[src/core/ivp_pkg.sv]
// Purpose: Constants and types for the upper maskable interrupt vector and priority map
// Assumes: Sources 42 to 68 only; one CPU clock; synchronous active-high reset
// Notes:   Contract
// Contract
// - Among pending maskable requests, smallest default priority value wins; 0 highest.
// - Async channel 2 transmit enable: priority 46, code 0360H, handler 00000360H.
// - DMA channels 0-3 done: priorities 48-51, codes 0380H-03B0H.
// - Converter 47/0370H, key return 52/03C0H, watch interval 53/03D0H.
// - Watch reference time: priority 54, code 03E0H, handler 000003E0H.
// - External pin eight: priority 55, code 0470H; codes 03F0H-0460H unused.
// - Timer six overflow, ch0, ch1: priorities 56-58, codes 0480H-04A0H.
// - Timer seven 59-61 codes 04B0H-04D0H; timer eight 62-64 codes 04E0H-0500H.
// - Sync serial five receive 65/0510H, transmit write 66/0520H.
// - Async channel 3 receive 67/0530H, transmit 68/0540H; highest code 0540H.
// - Shared vectors: 43 at 0330H and 45 at 0350H each serve two sources.
// - On acceptance save restored PC into maskable, nonmaskable or debug save register.
// - Short load or divide interrupted: abort, save its own address to re-execute.
// - Prepare/dispose restart only when interrupted before stack pointer update.
// - Watchdog nonmaskable source wins over the nonmaskable pin when simultaneous.
// - Illegal opcode: saved value minus 4 equals faulting instruction address.
// - After accepting a maskable request, enter interrupts-disabled state.
// - Eight programmable priority levels per source, above default order.
// - On maskable acceptance write exception code to lower halfword of cause register.
package ivp_pkg;

  localparam int unsigned NUM_SRC   = 27;
  localparam int unsigned FIRST_PRI = 42;
  localparam int unsigned LVL_W     = 3;
  localparam int unsigned IDX_W     = 5;

  // Default priority 42 + i maps to code 0320H + 16*i for i 0-12; from i 13 on, 0470H + 16*(i-13) after the gap
  localparam logic [15:0] CODE_TBL [NUM_SRC] = '{
    16'h0320, 16'h0330, 16'h0340, 16'h0350, 16'h0360, 16'h0370, 16'h0380,
    16'h0390, 16'h03A0, 16'h03B0, 16'h03C0, 16'h03D0, 16'h03E0, 16'h0470,
    16'h0480, 16'h0490, 16'h04A0, 16'h04B0, 16'h04C0, 16'h04D0, 16'h04E0,
    16'h04F0, 16'h0500, 16'h0510, 16'h0520, 16'h0530, 16'h0540
  };

  localparam logic [15:0] CODE_NMI_PIN = 16'h0010;
  localparam logic [15:0] CODE_NMI_WDT = 16'h0020;
  localparam logic [15:0] CODE_ILLEGAL = 16'h0060;
  localparam logic [31:0] PC_STEP_ILL  = 32'h0000_0004;
  localparam logic [LVL_W-1:0] LVL_RST = 3'h7;
  localparam logic [31:0] PC_RST       = 32'h0000_0000;

  typedef enum logic [1:0] {
    IVP_KIND_NONE,
    IVP_KIND_MASK,
    IVP_KIND_NMI,
    IVP_KIND_ILL
  } ivp_kind_t;

  typedef enum logic [1:0] {
    IVP_INS_PLAIN,
    IVP_INS_RESTART,
    IVP_INS_FRAME
  } ivp_ins_t;

endpackage

[src/core/ivp_pick_if.sv]
//////////////////////////////////////////////////////////////////////////////
// Purpose: Carries the arbitration result from the picker to the top
// Assumes: Same clock domain
// Notes:   Combinational result
interface ivp_pick_if;
  import ivp_pkg::*;
  logic                 hit;
  logic [IDX_W-1:0]     idx;
  logic [LVL_W-1:0]     lvl;
  modport picker (output hit, output idx, output lvl);
  modport user   (input hit, input idx, input lvl);
endinterface

[src/core/ivp_pick.sv]
//////////////////////////////////////////////////////////////////////////////
// Purpose: Picks the winning maskable request by level then default order
// Assumes: Requests already masked and above the current service level
// Notes:   Lower index means higher default priority
module ivp_pick
  import ivp_pkg::*;
(
  // Requests and levels
  input  wire logic [NUM_SRC-1:0]       req,
  input  wire logic [NUM_SRC*LVL_W-1:0] lvls,
  // Result
  ivp_pick_if.picker                    res
);

  always_comb
  begin
    res.hit = 1'b0;
    res.idx = '0;
    res.lvl = '1;
    // Descending walk so smallest index wins among equal levels
    for (int i = NUM_SRC - 1; i >= 0; i--)
    begin
      if (req[i] && (!res.hit || lvls[i*LVL_W +: LVL_W] <= res.lvl))
      begin
        res.hit = 1'b1;
        res.idx = IDX_W'(i);
        res.lvl = lvls[i*LVL_W +: LVL_W];
      end
    end
  end

endmodule

[src/core/ivp_top.sv]
//////////////////////////////////////////////////////////////////////////////
// Purpose: Maskable vectoring, nonmaskable ordering and restored PC selection
// Assumes: Requests are level, held by peripherals until accepted
// Notes:   One acceptance per cycle; nonmaskable before maskable
module ivp_top
  import ivp_pkg::*;
(
  // Clock and reset
  input  wire logic                     clock,
  input  wire logic                     sys_rst,
  // Maskable sources, index 0 is default priority 42
  input  wire logic [NUM_SRC-1:0]       irq_req,
  input  wire logic [NUM_SRC-1:0]       irq_mask,
  input  wire logic [NUM_SRC*LVL_W-1:0] irq_level,
  // Nonmaskable sources
  input  wire logic                     nmi_pin_req,
  input  wire logic                     watchdog_nmi_source,
  input  wire logic                     illegal_op,
  // CPU state
  input  wire logic [31:0]              cur_pc,
  input  wire logic [31:0]              following_instruction_address,
  input  wire ivp_ins_t                 cur_ins,
  input  wire logic                     sp_updated,
  input  wire logic                     debug_entry,
  input  wire logic                     enable_int,
  input  wire logic                     return_int,
  // Acceptance
  output logic                          take,
  output ivp_kind_t                     take_kind,
  output logic [IDX_W-1:0]              take_idx,
  output logic                          take_ack_pulse,
  output logic [31:0]                   handler_addr,
  output logic [31:0]                   maskable_saved_pc,
  output logic [31:0]                   nonmaskable_saved_pc,
  output logic [31:0]                   debug_saved_pc,
  output logic [15:0]                   maskable_cause_code,
  output logic [15:0]                   nonmaskable_cause_code,
  output logic                          int_disabled,
  output logic                          nmi_busy
);

  //////////////////////////////////////////////////////////////////////////////
  // Arbitration

  ivp_pick_if pick ();

  logic [NUM_SRC-1:0] eligible;
  logic [LVL_W-1:0]   svc_lvl_q;
  logic               svc_act_q;
  logic               di_q;
  logic               np_q;

  genvar g;
  generate
    for (g = 0; g < NUM_SRC; g++)
    begin : g_elig
      // Only strictly higher levels nest into an active service
      assign eligible[g] = irq_req[g] && !irq_mask[g] &&
                           (!svc_act_q || irq_level[g*LVL_W +: LVL_W] < svc_lvl_q);
    end
  endgenerate

  ivp_pick u_pick (
    .req  (eligible),
    .lvls (irq_level),
    .res  (pick)
  );

  logic nmi_go;
  logic wdt_win;
  logic mask_go;
  logic ill_go;

  assign wdt_win = watchdog_nmi_source;
  assign nmi_go  = (watchdog_nmi_source || nmi_pin_req) && !np_q;
  assign ill_go  = illegal_op && !nmi_go;
  assign mask_go = pick.hit && !di_q && !np_q && !nmi_go && !ill_go;

  //////////////////////////////////////////////////////////////////////////////
  // Restored PC choice

  logic        restart;
  logic [31:0] restored_pc;

  always_comb
  begin
    unique case (cur_ins)
      IVP_INS_RESTART: restart = 1'b1;
      IVP_INS_FRAME:   restart = !sp_updated;
      default:         restart = 1'b0;
    endcase
    restored_pc = restart ? cur_pc : following_instruction_address;
  end

  logic [15:0] win_code;
  assign win_code = CODE_TBL[pick.idx];

  //////////////////////////////////////////////////////////////////////////////
  // Acceptance outputs

  always_ff @(posedge clock)
  begin
    if (sys_rst)
    begin
      take           <= 1'b0;
      take_kind      <= IVP_KIND_NONE;
      take_idx       <= '0;
      take_ack_pulse <= 1'b0;
      handler_addr   <= PC_RST;
    end
    else
    begin
      take           <= nmi_go || ill_go || mask_go;
      take_ack_pulse <= nmi_go || ill_go || mask_go;
      take_idx       <= pick.idx;
      if (nmi_go)
      begin
        take_kind    <= IVP_KIND_NMI;
        handler_addr <= {16'h0000, wdt_win ? CODE_NMI_WDT : CODE_NMI_PIN};
      end
      else if (ill_go)
      begin
        take_kind    <= IVP_KIND_ILL;
        handler_addr <= {16'h0000, CODE_ILLEGAL};
      end
      else if (mask_go)
      begin
        take_kind    <= IVP_KIND_MASK;
        handler_addr <= {16'h0000, win_code};
      end
      else
      begin
        take_kind    <= IVP_KIND_NONE;
      end
    end
  end

  //////////////////////////////////////////////////////////////////////////////
  // Save registers

  always_ff @(posedge clock)
  begin
    if (sys_rst)
    begin
      maskable_saved_pc   <= PC_RST;
      maskable_cause_code <= '0;
    end
    else if (mask_go)
    begin
      maskable_saved_pc   <= restored_pc;
      maskable_cause_code <= win_code;
    end
  end

  always_ff @(posedge clock)
  begin
    if (sys_rst)
    begin
      nonmaskable_saved_pc   <= PC_RST;
      nonmaskable_cause_code <= '0;
    end
    else if (nmi_go)
    begin
      nonmaskable_saved_pc   <= restored_pc;
      nonmaskable_cause_code <= wdt_win ? CODE_NMI_WDT : CODE_NMI_PIN;
    end
    else if (ill_go)
    begin
      // Faulting address plus 4 so handler recovers it by subtracting 4
      nonmaskable_saved_pc   <= cur_pc + PC_STEP_ILL;
      nonmaskable_cause_code <= CODE_ILLEGAL;
    end
  end

  always_ff @(posedge clock)
  begin
    if (sys_rst)
      debug_saved_pc <= PC_RST;
    else if (debug_entry)
      debug_saved_pc <= restored_pc;
  end

  //////////////////////////////////////////////////////////////////////////////
  // Status flags

  always_ff @(posedge clock)
  begin
    if (sys_rst)
      di_q <= 1'b1;
    else if (mask_go || nmi_go || ill_go)
      di_q <= 1'b1;
    else if (enable_int)
      di_q <= 1'b0;
  end

  always_ff @(posedge clock)
  begin
    if (sys_rst)
      np_q <= 1'b0;
    else if (nmi_go)
      np_q <= 1'b1;
    else if (return_int)
      np_q <= 1'b0;
  end

  always_ff @(posedge clock)
  begin
    if (sys_rst)
    begin
      svc_act_q <= 1'b0;
      svc_lvl_q <= LVL_RST;
    end
    else if (mask_go)
    begin
      svc_act_q <= 1'b1;
      svc_lvl_q <= pick.lvl;
    end
    else if (return_int && !np_q)
    begin
      svc_act_q <= 1'b0;
      svc_lvl_q <= LVL_RST;
    end
  end

  assign int_disabled = di_q;
  assign nmi_busy     = np_q;

endmodule

[config.mk]
export PLATFORM = sky130hd
export DESIGN_NAME = ivp_top
export DESIGN_NICKNAME = d
export VERILOG_FILES = /design/src/core/ivp_pkg.sv /design/src/core/ivp_pick_if.sv /design/src/core/ivp_pick.sv /design/src/core/ivp_top.sv
export SDC_FILE = /design/constraint.sdc
export NUM_CORES = 1
export LEC_CHECK = 0
export BUFFER_PORTS_ARGS = -buffer_cell sky130_fd_sc_hd__buf_2
export CAP_MARGIN = 40
export CORE_UTILIZATION = 40
export CTS_CLUSTER_SIZE = 8
export DETAILED_ROUTE_END_ITERATION = 8
export PLACE_DENSITY = 0.68
export SLEW_MARGIN = 5
export SYNTH_ARGS = -nofsm -noshare
export SYNTH_HDL_FRONTEND = slang
export SYNTH_SLANG_ARGS = --single-unit
[constraint.sdc]
create_clock -name clock -period 61.4 [get_ports clock]
set_clock_uncertainty 0.15 [all_clocks]
set_input_delay 3.07 -clock clock [delete_from_list [all_inputs] [get_ports clock]]
set_output_delay 3.07 -clock clock [all_outputs]
set_load 0.02 [all_outputs]
# --- Yosys cells after proc, flatten, opt, wreduce, memory -nomap -nowiden ---
# Memory sizes are Yosys's and may differ from the RTL's.
# Cells that the tools add are included.
totals:
  register_bits: 158
  rom_bits: 512
  in_bits: 210
  out_inout_bits: 171
  elab_cells: 385
  n_memories: 1
mem_list:
  columns: ["name", "words", "width", "read_ports", "rd_ports_with_merged_regs", "wr", "line_no", "text"]
  rows:
  - ["(name not given)", 32, 16, 1, 0, 0, "ivp_top.sv:96", "assign win_code = CODE_TBL[pick.idx];"]
classes:
  add_sub_neg: 1
  order_cmp: 54
  n_eq_ne: 2
  muxes: 102
  n_bitwise: 1
  n_reduce_logical: 210
ops:
  columns: ["op", "count"]
  rows:
  - ["5-bit 2-to-1 mux", 27]
  - ["16-bit 2-to-1 mux", 7]
  - ["32-bit 2-to-1 mux", 3]
  - ["1-bit logical AND", 87]
  - ["3-bit 2-to-1 mux", 29]
  - ["3-bit < comparator", 27]
  - ["3-bit <= comparator", 26]
  - ["1-bit zero test", 59]
  - ["1-bit logical OR", 58]
  - ["32-bit by 3-bit adder with 32-bit output, second input constant", 1]
  - ["1-bit 2-to-1 mux", 32]
  - ["6-bit >= comparator, second input constant", 1]
  - ["6-bit 2-to-1 mux", 1]
  - ["5-bit inverter with 6-bit output", 1]
  - ["2-bit nonzero test", 3]
  - ["2-bit 2-to-1 mux", 2]
  - ["2-bit OR reduction", 2]
  - ["3-bit nonzero test", 1]
  - ["2-bit by 1-bit equality test with 1-bit output, second input constant", 1]
  - ["2-bit equality test, second input constant", 1]
  - ["1-bit one-hot mux with 2 select lines", 1]

# --- Logic depth before layout (Yosys ltp) ---
# Gate-level depths: netlist of the first run.
logic_depth:
  word_depth: 115
  ltp_mapped: 238
  ltp_nobuf: 230

# --- Hierarchy ---
# From an unflattened synthesis of the first run, not the netlist that was laid out.
hier_totals:
  hier_cells: 1461
  area_unflattened_um2: 11661.2
modules_own_cells:
  columns: ["module", "n_inst", "cells_each", "area_each_um2", "seq_area_each_um2"]
  rows:
  - ["ivp_top", 1, 860, 7439.6, 2542.4]
  - ["ivp_pick", 1, 601, 4221.5, 0.0]

# --- Least setup slack after synthesis of the first run ---
# No wires, ideal clock.
synth_path:
  path_kind: "input port to flip-flop"
  from: "in irq_level[80]"
  to: "reg handler_addr[5]"
  setup_ns: 0.132
  arrival_time_ns: 39.370
  t_required_ns: 61.118
  slack_ns: 21.747
  path_stages: 224
  n_path_buf: 8
  cell_sequence: "ha_1 a21o_1 a31oi_1 o21ai_0 nor2_1 ha_1 nor2b_1 o21a_1 o21ai_0 o21ai_0 o22ai_1 ha_1 nor2b_1 o21ai_0 a32oi_1 a21oi_1 nand2_1 o21a_1 [... 188 more ...] a21o_1 clkbuf_1 nand2_1 o32a_1 ha_1 inv_1 a21o_1 a21oi_1 a31oi_1 o22ai_1 a31o_2 or3b_1 or3_1 clkbuf_1 nor2b_1 and2_0 o31ai_1 a21oi_1"
synth_between:
  elab_chain_len: 115
  word_cells_on_any_way: 199
  classes_between: "order compare: 27; mux: 85; bitwise: 1; reduce/logical: 85; memory: 1"
synth_lines:
  columns: ["item", "line_no", "text"]
  rows:
  - ["start: declaration", "ivp_top.sv:14", "input wire logic [NUM_SRC*LVL_W-1:0] irq_level,"]
  - ["3-bit < comparator", "ivp_top.sv:59", "(!svc_act_q || irq_level[g*LVL_W +: LVL_W] < svc_lvl_q);"]
  - ["1-bit logical OR", "ivp_top.sv:59", null]
  - ["1-bit logical AND", "ivp_top.sv:58", "assign eligible[g] = irq_req[g] && !irq_mask[g] &&"]
  - ["3-bit 2-to-1 mux / 1-bit 2-to-1 mux (equally long branches)", "ivp_pick.sv:23", "if (req[i] && (!res.hit || lvls[i*LVL_W +: LVL_W] <= res.lvl))"]
  - ["3-bit <= comparator / 1-bit zero test (equally long branches)", "ivp_pick.sv:23", null]
  - ["1-bit logical OR", "ivp_pick.sv:23", null]
  - ["1-bit logical AND", "ivp_pick.sv:23", null]
  - ["3-bit 2-to-1 mux / 1-bit 2-to-1 mux (equally long branches)", "ivp_pick.sv:23", null]
  - ["[... 98 more ...]", null, null]
  - ["1-bit logical AND", "ivp_pick.sv:23", null]
  - ["5-bit 2-to-1 mux", "ivp_pick.sv:23", null]
  - ["5-bit inverter with 6-bit output (not written as such)", "ivp_top.sv:96", null]
  - ["memory read 32 x 16 bit", null, null]
  - ["16-bit 2-to-1 mux (not written as such) (2 in series)", "ivp_top.sv:96", null]
  - ["16-bit 2-to-1 mux", "ivp_top.sv:126", "else if (mask_go)"]
  - ["16-bit 2-to-1 mux", "ivp_top.sv:121", "else if (ill_go)"]
  - ["16-bit 2-to-1 mux", "ivp_top.sv:116", "if (nmi_go)"]
  - ["end signal: assignment", "ivp_top.sv:119", "handler_addr <= {16'h0000, wdt_win ? CODE_NMI_WDT : CODE_NMI_PIN};"]
  - ["end signal: assignment", "ivp_top.sv:124", "handler_addr <= {16'h0000, CODE_ILLEGAL};"]
  - ["end signal: assignment", "ivp_top.sv:129", "handler_addr <= {16'h0000, win_code};"]
  - ["end: declaration", "ivp_top.sv:32", "output logic [31:0] handler_addr,"]
# Parallel ways exist; a longest one is shown, timed or not. The select of a mux whose other input is x is not followed.
# A chain may end at the register's enable or synchronous reset.

# --- Worst setup path in the final report of the first run ---
# Ends and elaborated chain as after synthesis.

==> impl_results.md, run 1 <==
- GRT Total Usage: about a quarter
- Wire length on met1: 17000 um
- First-pass GRT wire length: roughly 64000 um
- Synthesis-to-layout area growth: 20.8%
- IO Count: 381
- Slew @ Worst Pin: 0.936 ns
- Seq. cell area: approximately 2500 um^2
- Worst path buffer plus inverter count: 12
- Final HPWL DP: 32300 um
- Total iterations of the first detailed-routing run: 5
- Period utilization: 73.2%
- Worst Hold Path Cells: 2
- RR Startpoint: svc_lvl_q[2]
- Die Y: 173 um
- Fraction of layout cells with a size suffix above 1: between 20 and 25%
- RSZ-0062 raised after global routing: false
- Highest metal used: met5
- Final Hold Slack: 0.297 ns
- Largest cells by area after synthesis: dfxtp_1, ha_1, nor2_1
- Routed WL: 40200 um
- Setup WS post-layout: 16.48 ns
- Yosys warnings: 0
- Async S/R FF share, synth: 0%
- Core area: between 20000 and 30000 um^2
- Post-DR wirelength/cell: 17.9 um
- Pwr per Cell Area: 49.9 nW/um^2
- # DRC: 0
- Drt first-iter violations: 789
- Root Driver: clkbuf_16
- Worst R2R End: handler_addr[5]
- HP Start: handler_addr[8]
- Placed Area: approximately 14000 um^2
- Clk sink count: 127
- # hold bufs at CTS: 0
- Setup Viol. Count Final: 0
- Hold EP: handler_addr[8]
- Gate Count Post-Synth: 1557
- EDFF count, synth: 0
- Worst r2r path cells: 216
- Layout Cells excl Fill: approximately 2200
- Top FF cell, synth: dfxtp_1
- CTS clk-pin slew, worst paths: 0.06 ns
- Post-Syn Area: 11700 um^2
- PostCTS Resize Cnt: 0
- Routed met3 length: 2900 um
- Outcome: finished, final reports clean
- Clk Latency, worst-skew pair: 0.42 ns
- Final instance area: 14200 um^2
- Die area: 30000 um^2
- Final Hold Vio Count: 0
- Crit-path slowest cell: a41oi_1
- Peak supply drop: 0.0382 mV
- Commonest non-fill, non-tap cell in the layout: buf_2
- Share of the synthesized area in the top cell type: between 20% and 30%
- Max FO, Critical Path: 12
- Post-route antenna net violation count: 0
- CTS H-tree lvls: 4
- Most frequent cells in the layout: buf_2, nor2_1, ha_1, dfxtp_1, a21oi_1
- Setup TNS: 0 ns
- Critical Path RT: between 60 and 70 ns
- Routability cong.: 0.952
- Max Root-Sink Buffers: 2
- Die width: 173 um
- Final nets: 2197
- Sequential area share after synthesis: 21.7%
- Multi-input logic area: around 8400 um^2
- CP Launch Type: input port
- Worst Setup End Kind: flip-flop
- Worst R2R Setup Slack: around 19 ns
- Worst path max stage delay: 0.67 ns
- Relative slew slack: 37.5%
- Pin count of the biggest net entering global routing: 81
- Register bit total from synthesis: ~130
- Leakage: between 6 and 7 nW
- Pins Over Slew Limit: 0
- Initial core utilization: 40.8%
- Most used cell, CP: o21ai_0
- Critical path's top delay family: compound AO/OA/AOI/OAI gates
- Fillers: 2868
- Fmax: 22.3 MHz
- Synth area leader: dfxtp_1
- Crit path kind: in -> reg
- Vias: 12550
- Initial antenna violation count: 3
- Max-Cap Viols: 0
- CTS tree: built
- Met2 WL: 19100 um
- Global route total overflow: 0
- Post-place setup slack: 16.69 ns
- Min Tclk post-route: 44.92 ns
- Vias/cell: 5.58
- WP data arrival: 45.04 ns
- Vias in the first global route: 11906
- Setup Fix Bufs, Post-CTS: 0
- Type of the worst min-delay path: reg -> reg
- Cts bufs inserted: 17
- Synthesized area per cell: 7.54 um^2
- # rows: between 60 and 70
- Synth cell types: 86
- Placed cell count: 2215
- Count of input and output buffers: 333
==> metal layers <==
layer  vias to the layer above  track usage (%)
li1                       6161                -
met1                      5831             32.3
met2                       490             45.1
met3                        66             5.31
met4                         2             9.44
met5                         -                0
==> worst max path at each step <==
stage / from / cells after the start / endpoint / slack, ns
2_1_floorplan: irq_level[80] / 224 / handler_addr[5] / 21.75
4_1_cts: irq_level[80] / 214 / handler_addr[5] / 17.03
5_1_grt: irq_level[80] / 214 / handler_addr[5] / 12.42
3_5_place_dp: irq_level[80] / 214 / handler_addr[5] / 16.69
6_report: irq_level[80] / 215 / handler_addr[5] / 16.48
3_3_place_gp: irq_level[80] / 214 / handler_addr[5] / 17.14
==> flip-flops by register name, summed over array words and instances, names as in the netlist <==
signal                  count
maskable_cause_code         7
maskable_saved_pc          32
take_ack_pulse              1
take_kind                   2
nmi_busy                    1
svc_act_q                   1
int_disabled                1
svc_lvl_q                   3
nonmaskable_cause_code      3
debug_saved_pc             32
take_idx                    5
handler_addr                7
nonmaskable_saved_pc       32
==> Yosys cell counts (40+ instances only) <==
| cell | n |
|---|---|
| nor2_1 | 251 |
| a211oi_1 | 82 |
| o21ai_0 | 74 |
| ha_1 | 137 |
| nand2_1 | 78 |
| nor2b_1 | 46 |
| mux2i_1 | 40 |
| inv_1 | 78 |
| buf_4 | 48 |
| dfxtp_1 | 127 |
| a21oi_1 | 110 |
| clkbuf_1 | 56 |
==> worst min-delay path: cells and delay by family (launching register included) <==
family           cells  cell delay (ns)
and+or+nand+nor      2             0.09
DFF                  1             0.31
==> power by group <==
group,leakage (nW),switching [W],internal (W)
clock network,0.300,0.0000399,0.0000657
logic,5.58,0.000302,0.000209
registers,1.04,0.00000263,0.0000884
==> metrics by stage <==
step	util [%]	total power [W]
after global placement	46.9	0.000585
after global routing	49.2	0.000782
after floorplan	-	0.000477
after detailed placement	47.1	0.000596
after CTS	49.2	0.000704
final	49.2	0.000707
==> kinds of logic (layout without fill, tap and decap cells) <==
| group | Yosys count | after routing | synth area share [%] |
|---|---|---|---|
| DFF | 127 | 127 | 21.7 |
| and+or+nand+nor | 540 | 540 | 21.7 |
| AOI/OAI and AO/OA | 478 | 478 | 27.6 |
| other | 1 | 48 | 0.0320 |
| buffers and inverters | 198 | 458 | 8.12 |
| xor gates and xnor gates | 28 | 28 | 2.09 |
| adders and majority gates | 137 | 137 | 14.6 |
| muxes | 48 | 48 | 4.18 |
==> layout make-up <==
| type | instances | share of cell area (%) |
|---|---|---|
| Antenna cell | 1 | 0.0177 |
| Multi-Input combinational cell | 1278 | 59.5 |
| Clock inverter | 14 | 1.26 |
| Tap cell | 384 | 3.39 |
| Inverter | 81 | 2.15 |
| Clock buffer | 18 | 3.10 |
| Sequential cell | 127 | 17.9 |
| Timing Repair Buffer | 345 | 12.6 |
No activity file was read; power rests on OpenSTA's default activity.
==> run 2, diff against run 1 <==
Settings changed: ABC_AREA set to 1, PLACE_DENSITY 0.68 to 0.71.
Clock period 61.4 ns to 37.6 ns, I/O delays scaled along.
==> run 2 against run 1 <==
Register-to-register slack worse by 13 ns. Via count is 0.84% higher. Wire length is 5.6% lower.
==> impl_results.md, run 2 <==
- Min Tclk post-route: 33.53 ns
- Pins Over Slew Limit: 0
- Setup Fix Bufs, Post-CTS: 0
- Synth cell types: 55
- Final Hold Vio Count: 0
- Count of input and output buffers: approximately 330
- CTS tree: built
- Count leader, synth: nand2_1
- Vias: between 10000 and 15000
- Largest cells by area after synthesis: dfxtp_1, ha_1, nand2_1
- PostCTS Resize Cnt: 0
- Critical Path RT: 37.75 ns
- Post-route antenna net violation count: 0
- Routability cong.: 0.949
- # rows: 61
- Max-Cap Viols: 0
- Root Driver: clkbuf_16
- Worst Setup End Kind: flip-flop
- Share of the synthesized area in the top cell type: around 22%
- Synth area leader: dfxtp_1
- Initial core utilization: 40.8%
- Synthesized area per cell: 6.47 um^2
- Yosys warnings: 0
- EDFF count, synth: 0
- Setup TNS: 0 ns
- # DRC: 0
- Die area: 29100 um^2
- Fmax: 29.8 MHz
- Most frequent cells in the layout: nand2_1, buf_2, inv_1, nand3_1, ha_1
- Sequential area share after synthesis: 22.4%
- Die width: 171 um
- Gate Count Post-Synth: 1758
- Async S/R FF share, synth: 0%
- Max Root-Sink Buffers: 2
- Vias in the first global route: between 10000 and 15000
- Global route total overflow: 0
- Outcome: finished, final reports clean
- Final Hold Slack: 0.309 ns
- Final nets: 2420
- Slew @ Worst Pin: a little under 0.6 ns
- Clk sink count: 127
- Setup Viol. Count Final: 0
- Type of the worst min-delay path: reg -> reg
- Top FF cell, synth: dfxtp_1
- Biggest regs: debug_saved_pc (32), maskable_saved_pc (32), nonmaskable_saved_pc (32)
- Crit path kind: in -> reg
- Most used cell, CP: nand2_1
- CTS clk-pin slew, worst paths: roughly 0.070 ns
- Post-Syn Area: between 10000 and 15000 um^2
- Leakage: 7.81 nW
- GRT Total Usage: 25.6%
- RSZ-0062 raised after global routing: false
- First-pass GRT wire length: 59700 um
- Total iterations of the first detailed-routing run: 5
- Commonest non-fill, non-tap cell in the layout: nand2_1
- CTS H-tree lvls: 4
- Fraction of layout cells with a size suffix above 1: between 20% and 30%
- Die Y: 171 um
- Max FO, Critical Path: 10
- Pwr per Cell Area: 56.2 nW/um^2
- Worst path max stage delay: 0.35 ns
- Period utilization: 89.2%
- Relative slew slack: between 60% and 70%
- Post-place setup slack: 4.03 ns
- Synthesis-to-layout area growth: 22.1%
- IO Count: around 380
- CP Launch Type: input port
- Initial antenna violation count: 5
- Post-DR wirelength/cell: between 15 and 20 um
- Routed WL: roughly 38000 um
- Drt first-iter violations: 845
- Vias/cell: between 5 and 6
- Crit-path slowest cell: or2_2
- Synth top cells by count: nand2_1, inv_1, nand3_1, nor2_1, ha_1
- Clk Latency, worst-skew pair: 0.41 ns
- Peak supply drop: about 0.031 mV
- Pin count of the biggest net entering global routing: 58
- WP data arrival: 33.68 ns
- Final HPWL DP: just under 30000 um
- Cts bufs inserted: 17
- Register bit total from synthesis: approximately 130
- Core area: 27900 um^2
- # hold bufs at CTS: 0
- Setup WS post-layout: 4.07 ns
run 2: critical path: cells and delay by family:
kind	cells	cell delay, ns
adders and majority gates	28	7.59
and+or+nand+nor	117	14.25
buffers and inverters	23	2.29
AOI/OAI and AO/OA	59	7.61
run 2: logic make-up after synthesis:
family	Yosys count	share of synthesized area [%]
buf+inv	315	12.2
compound gates	277	14.3
xor+xnor	8	0.616
flops	127	22.4
simple gates	886	34.8
fa+ha+maj	137	15.1
other cells	1	0.0330
mux	7	0.693
run 2: worst paths after layout:
| check | startpoint | to | slack (ns) | cells after the start |
|---|---|---|---|---|
| max | irq_level[80] | handler_addr[5] | 4.07 | 227 |
| max reg2reg | svc_lvl_q[2] | handler_addr[5] | 5.29 | 227 |
| min | maskable_saved_pc[13] | maskable_saved_pc[13] | 0.31 | 2 |
| min reg2reg | maskable_saved_pc[13] | maskable_saved_pc[13] | 0.31 | 2 |
run 2: power by group:
| part | switching (W) | internal [W] |
|---|---|---|
| clock network | 0.0000677 | 0.000106 |
| logic | 0.000281 | 0.000178 |
| registers | 0.00000445 | 0.000144 |
run 2: area by class of cell:
class | count | area [um^2]
clock buffer | 18 | 429
multi-input combinational | 1362 | 7640
timing repair buffer | 347 | 1790
inverter | 218 | 821
clock inverter | 14 | 180
antenna | 3 | 7.51
tap | 378 | 473
sequential | 127 | 2540
fill | 2826 | 14000
run 2: metal layers:
layer	vias to the layer above	GRT usage, %	part of all wire [%]
met5	-	0	0.061
met4	4	11.9	4.0
met3	98	6.08	7.7
met2	532	44.6	47
met1	5693	29.3	41
li1	6328	-	-
run 2: stage by stage:
step | cells | area, um^2 | utilization, % | total power [W]
finish | 2467 | 13900 | 49.9 | 0.000780
CTS | 2464 | 13900 | 49.8 | 0.000778
detailed placement | 2432 | 13300 | 47.6 | 0.000603
floorplan | 1804 | 11500 | - | 0.000499
global placement | 2430 | 13200 | 47.5 | 0.000585
global route | 2467 | 13900 | 49.9 | 0.000854
